<file path="src/ifg_pkg.sv">
package ifg_pkg;

  // processor flag positions inside the flag word seen over the register port
  localparam int unsigned FLG_BIT_MASK_EN = 0;
  localparam int unsigned FLG_BIT_STK_SEL = 1;
  localparam int unsigned FLG_BIT_RSVD    = 2;
  localparam int unsigned FLG_LSB_PPL     = 4;
  localparam int unsigned PPL_W           = 3;

  // register port map (word index on a byte-wide address)
  localparam logic [1:0] REG_FLAGS  = 2'h0;
  localparam logic [1:0] REG_STATUS = 2'h1;

  // values after reset
  localparam logic             RST_MASK_EN = 1'h0;
  localparam logic             RST_STK_SEL = 1'h0;
  localparam logic [PPL_W-1:0] RST_PPL     = 3'h0;

  // software trap numbers at or below this clear the stack select flag
  localparam logic [5:0] TRAP_CLR_MAX = 6'h1F;

  // request from the priority resolver
  typedef struct packed {
    logic             valid;
    logic [PPL_W-1:0] prio;
  } ifg_req_t;

  // trap event from the sequencer
  typedef struct packed {
    logic       valid;
    logic [5:0] num;
  } ifg_trap_t;

endpackage

</file>
<file path="src/ifg_flags.sv">
`timescale 1ns/1ps
// What this block does
// - maskable requests blocked while enable flag is 0, considered when 1
// - acknowledging a request clears the enable flag to 0
// - stack select 0 picks interrupt stack pointer, 1 picks user stack pointer
// - hardware acknowledge or trap number 0..31 clears stack select
// - processor priority level is a 3-bit field, levels 0 to 7
// - accept only when request priority strictly above current level
// - reserved flag bit reads as 0; software should write 0
module ifg_flags
(
  // clock and reset
  input  wire logic             mclk,
  input  wire logic             rstn,
  // register port
  input  wire logic [1:0]       reg_addr,
  input  wire logic [7:0]       reg_wdata,
  input  wire logic             reg_wr,
  input  wire logic             reg_rd,
  output logic      [7:0]       reg_rdata,
  // interrupt side
  input  ifg_pkg::ifg_req_t     irq_req,
  input  ifg_pkg::ifg_trap_t    trap_evt,
  input  wire logic             sw_ack,
  output logic                  irq_accept,
  output logic                  irq_pending,
  // stack side and flag view
  output logic                  stk_use_user,
  output logic                  mask_en,
  output logic [ifg_pkg::PPL_W-1:0] ppl
);

  typedef struct packed {
    logic                      mask_en;
    logic                      stk_sel;
    logic [ifg_pkg::PPL_W-1:0] ppl;
    logic                      accept;
    logic                      pending;
    logic [7:0]                rdata;
  } ifg_state_t;

  ifg_state_t st_reg;
  ifg_state_t st_next;
  logic       eligible;
  logic       take;

  always_comb
  begin
    st_next  = st_reg;
    // strict compare, equal level stays pending
    eligible = irq_req.valid && (irq_req.prio > st_reg.ppl);
    take     = eligible && st_reg.mask_en;
    st_next.accept  = take;
    st_next.pending = irq_req.valid && !take;
    st_next.rdata   = 8'h00;
    if (reg_wr && reg_addr == ifg_pkg::REG_FLAGS)
    begin
      // reserved bit written is simply dropped
      st_next.mask_en = reg_wdata[ifg_pkg::FLG_BIT_MASK_EN];
      st_next.stk_sel = reg_wdata[ifg_pkg::FLG_BIT_STK_SEL];
      st_next.ppl     = reg_wdata[ifg_pkg::FLG_LSB_PPL +: ifg_pkg::PPL_W];
    end
    // hardware events win over a software write in the same cycle
    if (trap_evt.valid && trap_evt.num <= ifg_pkg::TRAP_CLR_MAX)
      st_next.stk_sel = 1'h0;
    if (take || sw_ack)
    begin
      st_next.mask_en = 1'h0;
      st_next.stk_sel = 1'h0;
    end
    if (reg_rd)
    begin
      unique case (reg_addr)
        ifg_pkg::REG_FLAGS:
        begin
          st_next.rdata[ifg_pkg::FLG_BIT_MASK_EN] = st_reg.mask_en;
          st_next.rdata[ifg_pkg::FLG_BIT_STK_SEL] = st_reg.stk_sel;
          st_next.rdata[ifg_pkg::FLG_BIT_RSVD]    = 1'h0;
          st_next.rdata[ifg_pkg::FLG_LSB_PPL +: ifg_pkg::PPL_W] = st_reg.ppl;
        end
        ifg_pkg::REG_STATUS:
        begin
          st_next.rdata[0] = st_reg.pending;
          st_next.rdata[1] = st_reg.accept;
        end
        default:
          st_next.rdata = 8'h00;
      endcase
    end
  end

  always_ff @(posedge mclk or negedge rstn)
  begin
    if (!rstn)
    begin
      st_reg.mask_en <= ifg_pkg::RST_MASK_EN;
      st_reg.stk_sel <= ifg_pkg::RST_STK_SEL;
      st_reg.ppl     <= ifg_pkg::RST_PPL;
      st_reg.accept  <= 1'h0;
      st_reg.pending <= 1'h0;
      st_reg.rdata   <= 8'h00;
    end
    else
      st_reg <= st_next;
  end

  assign irq_accept   = st_reg.accept;
  assign irq_pending  = st_reg.pending;
  assign stk_use_user = st_reg.stk_sel;
  assign mask_en      = st_reg.mask_en;
  assign ppl          = st_reg.ppl;
  assign reg_rdata    = st_reg.rdata;

  property p_mask_blocks;
    @(posedge mclk) disable iff (!rstn)
    !st_reg.mask_en |=> !irq_accept;
  endproperty
  a_mask_blocks: assert property (p_mask_blocks) else $error("accept while masked");

  property p_accept_clears;
    @(posedge mclk) disable iff (!rstn)
    irq_accept |-> !mask_en && !stk_use_user;
  endproperty
  a_accept_clears: assert property (p_accept_clears) else $error("flags not cleared");

  property p_accept_cause;
    @(posedge mclk) disable iff (!rstn)
    (irq_req.valid && mask_en && irq_req.prio > ppl) |=> irq_accept;
  endproperty
  a_accept_cause: assert property (p_accept_cause) else $error("eligible not taken");

  property p_low_prio_waits;
    @(posedge mclk) disable iff (!rstn)
    (irq_req.valid && irq_req.prio <= ppl) |=> !irq_accept && irq_pending;
  endproperty
  a_low_prio_waits: assert property (p_low_prio_waits) else $error("low prio taken");

  property p_trap_low;
    @(posedge mclk) disable iff (!rstn)
    (trap_evt.valid && trap_evt.num <= 6'h1F) |=> !stk_use_user;
  endproperty
  a_trap_low: assert property (p_trap_low) else $error("low trap kept user stack");

  property p_trap_high;
    @(posedge mclk) disable iff (!rstn)
    (trap_evt.valid && trap_evt.num > 6'h1F && !reg_wr && !sw_ack && !take)
      |=> stk_use_user == $past(stk_use_user);
  endproperty
  a_trap_high: assert property (p_trap_high) else $error("high trap changed stack");

  property p_stack_select;
    @(posedge mclk) disable iff (!rstn)
    (reg_wr && reg_addr == 2'h0 && !take && !sw_ack && !trap_evt.valid)
      |=> stk_use_user == $past(reg_wdata[1]) && ppl == $past(reg_wdata[6:4]);
  endproperty
  a_stack_select: assert property (p_stack_select) else $error("flag write lost");

  property p_rsvd_zero;
    @(posedge mclk) disable iff (!rstn)
    reg_rd |=> reg_rdata[2] == 1'h0 && reg_rdata[7] == 1'h0;
  endproperty
  a_rsvd_zero: assert property (p_rsvd_zero) else $error("reserved bit nonzero");

  property p_ppl_read;
    @(posedge mclk) disable iff (!rstn)
    (reg_rd && reg_addr == 2'h0) |=> reg_rdata[6:4] == $past(ppl);
  endproperty
  a_ppl_read: assert property (p_ppl_read) else $error("level readback wrong");

  property p_accept_once;
    @(posedge mclk) disable iff (!rstn)
    irq_accept |=> !irq_accept;
  endproperty
  a_accept_once: assert property (p_accept_once) else $error("accept held");

  property p_sw_ack_clears;
    @(posedge mclk) disable iff (!rstn)
    sw_ack |=> !mask_en && !stk_use_user;
  endproperty
  a_sw_ack_clears: assert property (p_sw_ack_clears) else $error("ack kept flags");

  property p_accept_level;
    @(posedge mclk) disable iff (!rstn)
    irq_accept |-> $past(irq_req.valid) && ($past(irq_req.prio) > $past(ppl));
  endproperty
  a_accept_level: assert property (p_accept_level) else $error("accept at low level");

  property p_accept_mask;
    @(posedge mclk) disable iff (!rstn)
    irq_accept |-> $past(mask_en);
  endproperty
  a_accept_mask: assert property (p_accept_mask) else $error("accept without enable");

  property p_idle_quiet;
    @(posedge mclk) disable iff (!rstn)
    !irq_req.valid |=> !irq_accept && !irq_pending;
  endproperty
  a_idle_quiet: assert property (p_idle_quiet) else $error("status without request");

  property p_ppl_hold;
    @(posedge mclk) disable iff (!rstn)
    !(reg_wr && reg_addr == ifg_pkg::REG_FLAGS) |=> $stable(ppl);
  endproperty
  a_ppl_hold: assert property (p_ppl_hold) else $error("level moved without write");

  property p_mask_hold;
    @(posedge mclk) disable iff (!rstn)
    (!reg_wr && !sw_ack && !take) |=> $stable(mask_en);
  endproperty
  a_mask_hold: assert property (p_mask_hold) else $error("enable moved on its own");

  property p_mask_set_sw;
    @(posedge mclk) disable iff (!rstn)
    $rose(mask_en) |-> $past(reg_wr) && $past(reg_wdata[ifg_pkg::FLG_BIT_MASK_EN]);
  endproperty
  a_mask_set_sw: assert property (p_mask_set_sw) else $error("enable set by hardware");

  property p_user_set_sw;
    @(posedge mclk) disable iff (!rstn)
    $rose(stk_use_user) |-> $past(reg_wr) && $past(reg_addr) == ifg_pkg::REG_FLAGS;
  endproperty
  a_user_set_sw: assert property (p_user_set_sw) else $error("user stack set by hardware");

  property p_status_read;
    @(posedge mclk) disable iff (!rstn)
    (reg_rd && reg_addr == ifg_pkg::REG_STATUS)
      |=> reg_rdata[1:0] == {$past(irq_accept), $past(irq_pending)};
  endproperty
  a_status_read: assert property (p_status_read) else $error("status readback wrong");

  property p_flags_read;
    @(posedge mclk) disable iff (!rstn)
    (reg_rd && reg_addr == ifg_pkg::REG_FLAGS)
      |=> reg_rdata[1:0] == {$past(stk_use_user), $past(mask_en)};
  endproperty
  a_flags_read: assert property (p_flags_read) else $error("flag readback wrong");

endmodule

</file>
<file path="config.mk">
export PLATFORM = sky130hd
export DESIGN_NAME = ifg_flags
export DESIGN_NICKNAME = d
export VERILOG_FILES = /design/src/ifg_pkg.sv /design/src/ifg_flags.sv
export SDC_FILE = /design/constraint.sdc
export NUM_CORES = 1
export LEC_CHECK = 0
export BUFFER_PORTS_ARGS = -buffer_cell sky130_fd_sc_hd__buf_2
export CORE_AREA = 2 2 44 46
export CTS_BUF_LIST = sky130_fd_sc_hd__clkbuf_16
export CTS_CLUSTER_SIZE = 10
export DETAILED_ROUTE_END_ITERATION = 12
export DIE_AREA = 0 0 46 48
export GPL_ROUTABILITY_DRIVEN = 0
export HOLD_SLACK_MARGIN = 0.02
export PLACE_DENSITY = 0.74
export SYNTH_ARGS = -nofsm -noshare
export SYNTH_HDL_FRONTEND = slang
export SYNTH_SLANG_ARGS = --single-unit
</file>
<file path="constraint.sdc">
create_clock -name mclk -period 1.9 [get_ports mclk]
set_input_delay 0.095 -clock mclk [delete_from_list [all_inputs] [get_ports mclk]]
set_output_delay 0.095 -clock mclk [all_outputs]
set_load 0.05 [all_outputs]
</file>
# == Yosys cells after proc, flatten, opt, wreduce, memory -nomap -nowiden ==
# Index checks and enable logic that the tools add are counted.
# word_totals
regBits,15
input_bits,26
out_inout_bits,15
wordCells,25
# op_classes
magnitude_cmp,2
eq_ne,1
n_mux,6
n_reduce_logical,10
# ops
operator,n
$mux 7,1
$le 6x5->1 const B,1
$logic_and 1x1->1,5
$mux 5,1
$pmux 2 s2,1
$gt 3x3->1,1
$mux 3,1
$reduce_bool 3->1,1
$eq 2x1->1 const B,1
$logic_not 2->1,1
$mux 2,1
$reduce_bool 2->1,1
$logic_not 1->1,1
$logic_or 1x1->1,1
$mux 1,1

# == Depth between registers and ports, before layout ==
# depth
depth_word,5
mapped_depth,5
mapped_depth_nobuf,5

# == Least setup slack after synthesis ==
# No wires, ideal clock.
# synth_path
kind,flip-flop to flip-flop
from,"register, netlist name ppl[1]"
to,register st_reg (netlist bit stk_use_user)
setup_time_ps,111
t_arrival_ps,1752
t_required_ps,1789
setup_slack_ps,37
path_stages_with_launch,6
n_path_buf,0
synth_period_minus_slack_ps,1863
cell_sequence,dfrtp_1 -> inv_1 -> ha_1 -> nor2b_1 -> o311a_1 -> a2111oi_2
# synth_via
elab_chain_cells,5
word_cells_on_any_way,6
cone_classes,order compare: 1; mux: 1; reduce/logical: 4
# synth_lines
element,line,text
$gt 3x3->1 *,ifg_flags.sv:51,eligible = irq_req.valid && (irq_req.prio > st_reg.ppl);
$logic_and 1x1->1 *,ifg_flags.sv:51,
$logic_and 1x1->1 *,ifg_flags.sv:52,take = eligible && st_reg.mask_en;
$logic_or 1x1->1 *,ifg_flags.sv:66,if (take || sw_ack)
$reduce_bool 3->1 (no line) / $mux 2 (equally long branches),-,
end signal: assignment,ifg_flags.sv:104,st_reg <= st_next;
end: declaration,ifg_flags.sv:42,ifg_state_t st_reg;
# Mark *: on every way between the ends. The rest lies on a longest branch, timed or not.
# A chain may end at the register's enable or synchronous reset.

# == Final worst setup path ==
# layout_path
from,"register, netlist name ppl[1]"
to,register st_reg (netlist bit stk_use_user)
# layout_via
elab_chain_cells,5
word_cells_on_any_way,6
cone_classes,order compare: 1; mux: 1; reduce/logical: 4
# layout_lines
element,line
$gt 3x3->1 *,ifg_flags.sv:51
$logic_and 1x1->1 *,ifg_flags.sv:51
$logic_and 1x1->1 *,ifg_flags.sv:52
$logic_or 1x1->1 *,ifg_flags.sv:66
$reduce_bool 3->1 (no line) / $mux 2 (equally long branches),-
# Marked as above.

==> out/qor.csv <==
stage;metric;value;unit
clock_network;cts_tree;yes;
timing;min_period;1580;ps
global_route;grt_most_used_layer;met2;
timing;fin_worst_skew;1.33;ps
layout;final.fill_count;165;
layout;seq_area;300;um2
pwr;vdd_drop_max;0.330;mV
timing;clock.fmax;632;MHz
run;max_cap_violations;0;
status;status;completed;
global_route;grtUsageMet1;0.128;
logic_synthesis;ys_types;22;
timing;slew_viol_final;0;
detailed_routing;first_pass_iters;2;
die;die_w;46;um
global_route;grt.met3_usage;0.0340;
logic_synthesis;yosys_warnings;0;
global_route;grt_overflow;0;
layout;n_antenna_cell;0;
die;row_count;15;
detailed_routing;wl_per_cell;11.3;um
worst_setup_path;cp-start-kind;flip-flop;
worst_setup_path;reg2regPathDepth;5;
placement;dp_cells;92;
layout;syn_to_final_growth;39.9;%
layout;post-route-util;0.476;
placement;hpwlAfterDp;897;um
clock_network;cts_made_buffers;3;
detailed_routing;vias;467;
min_path;min_from;sw_ack;
worst_setup_path;timing.rr.start;ppl[1];
worst_setup_path;timing.rr.end;stk_use_user;
logic_synthesis;syn_avg_cell_area;12.0;um2
global_route;grt_pass1_wl;1.79;mm
layout;multiInputGateArea;236;um2
clock_network;insertion_delay;240;ps
clock_network;cts_resized;0;
worst_setup_path;crit_arrival;1710;ps
global_route;met2_usage;0.206;
detailed_routing;postRouteAntennaNets;0;
worst_setup_path;crit_type;flip-flop to flip-flop;
min_path;worstHoldPathType;input pin to flip-flop;
worst_setup_path;required;2030;ps
layout;fin_cells;97;
die;start_util;0.340;
detailed_routing;drtIter0Drc;4;
clock_network;cts.clk_slew.worst_paths;40;ps
placement;portBuffers;29;
clock_network;post-cts-setup-buffers;0;
logic_synthesis;ys_ff_latch;12;
worst_setup_path;worst_path_max_delay_cell;dfrtp_1;
pwr;power.leakage;0.432;nW
worst_setup_path;slowest_delay;360;ps
die;die_area;0.00221;mm2
min_path;hold_path_end;stk_use_user;
die;core_area;0.00169;mm2
clock_network;h-tree-depth;1;
worst_setup_path;reg2reg_slack;320;ps
worst_setup_path;end_kind;flip-flop;
worst_setup_path;cp_cell_sequence;inv_1 > ha_1 > nor2b_1 > o311a_1 > a2111oi_2;
timing;rsz0062_at_grt;false;
clock_network;cts_buffer_depth;2;
worst_setup_path;cp_max_fo;4;
logic_synthesis;yosysSeqAreaShare;0.523;
die;die_h;48;um
logic_synthesis;synthCells;48;
global_route;grt_pass1_vias;415;
global_route;track_usage;0.121;
die;io_pins;41;
detailed_routing;vias_per_cell;4.81;
layout;layout_common_cells;buf_2 (29), dfrtp_1 (12), mux2i_1 (4);
pwr;power.density;1050;mW/mm2
logic_synthesis;synth_area;574;um2
timing;fin_tns_setup;0;ps
clock_network;clock-root-buffer;clkbuf_16;
min_path;hold_depth;2;
layout;mostFrequentLayoutCell;buf_2;
global_route;grt_max_degree;13;
detailed_routing;drc_errors;0;
timing;report.final.hold_viol_count;0;
layout;num-nets-final;110;
timing;setup_viol;0;
clock_network;cts_sinks;12;
global_route;antenna_found_initial;0;
clock_network;ctsHoldBuffers;1;
timing;period_share;0.833;
layout;drive_above_1_share;0.438;
detailed_routing;routed_wirelength;1.10;mm
sequential cells by signal, indices dropped and copies added, names as in the netlist:
signal and count:
mask_en 1, ppl 3, stk_use_user 1, reg_rdata 5
irq_accept 1, irq_pending 1
layout make-up:
class / instances / share of cell area
Timing Repair Buffer: 30 / 0.193
Inverter: 3 / 0.0140
Sequential cell: 12 / 0.374
Tap cell: 17 / 0.0265
Multi-Input combinational cell: 31 / 0.294
Clock inverter: 1 / 0.00467
Clock buffer: 3 / 0.0935
kinds of logic after synthesis:
| family | share of synthesized area |
|---|---|
| muxes | 0.0893 |
| adders and majority gates | 0.0654 |
| and+or+nand+nor | 0.139 |
| buffers and inverters | 0.0784 |
| DFF | 0.523 |
| other | 0.00653 |
| AOI/OAI and AO/OA | 0.0980 |
per-layer routing:
metal | vias to the layer above | share of wire
met5 | - | 0
met2 | 23 | 0.54
met3 | 2 | 0.089
met1 | 218 | 0.36
met4 | 0 | 0.013
li1 | 224 | -
worst max path at each step:
stage | endpoint | start | slack, ps | depth (start not counted)
2_1_floorplan | stk_use_user | ppl[1] | 40 | 5
3_3_place_gp | stk_use_user | ppl[1] | 340 | 5
3_5_place_dp | stk_use_user | ppl[1] | 300 | 5
4_1_cts | stk_use_user | ppl[1] | 290 | 5
5_1_grt | stk_use_user | ppl[1] | 130 | 5
6_report | stk_use_user | ppl[1] | 320 | 5
per-stage QoR:
stage                     hold slack, ps  cell area, um2  worst slack, ps  power, W
final                               30.7             803              317  0.000842
after global routing                44.1             803              131  0.000886
after CTS                           34.2             803              292  0.000851
after detailed placement           -20.1             714              305  0.000470
after global placement             -22.8             714              336  0.000465
after floorplan                     -201             582             37.0  0.000422
Yosys cell counts:
cell type | number | area [um2]
dfrtp_1 | 12 | 300
mux2i_1 | 4 | 40.0
buf_4 | 3 | 22.5
ha_1 | 3 | 37.5
inv_1 | 3 | 11.3
nor2_1 | 3 | 11.3
nand2_1 | 2 | 7.51
nor2b_1 | 2 | 12.5
nor3_1 | 2 | 10.0
o21ai_0 | 2 | 10.0
a2111oi_2 | 1 | 15.0
a211oi_1 | 1 | 7.51
a21boi_0 | 1 | 7.51
a31oi_1 | 1 | 6.26
and2_1 | 1 | 6.26
buf_6 | 1 | 11.3
conb_1 | 1 | 3.75
mux2_2 | 1 | 11.3
nand2b_1 | 1 | 6.26
nor3b_1 | 1 | 7.51
nor3b_4 | 1 | 18.8
o311a_1 | 1 | 10.0
report_power, final:
part	switching (W)	leakage, nW	total [W]	internal, W
clock	0.000101	0.0385	0.000377	0.000276
sequential	0.00000987	0.159	0.000284	0.000274
combinational	0.000128	0.235	0.000182	0.0000536
total	0.000239	0.432	0.000842	0.000604
worst max-delay path, delay by kind of cell, from the launching register on:
family / cells / cell delay, ps
adder cells (fa/ha/maj): 1 / 250
flip-flops: 1 / 360
AO/OA/AOI/OAI: 2 / 640
buffers and inverters: 1 / 100
AND/OR/NAND/NOR: 1 / 130
Power figures use the tool's default switching activity.
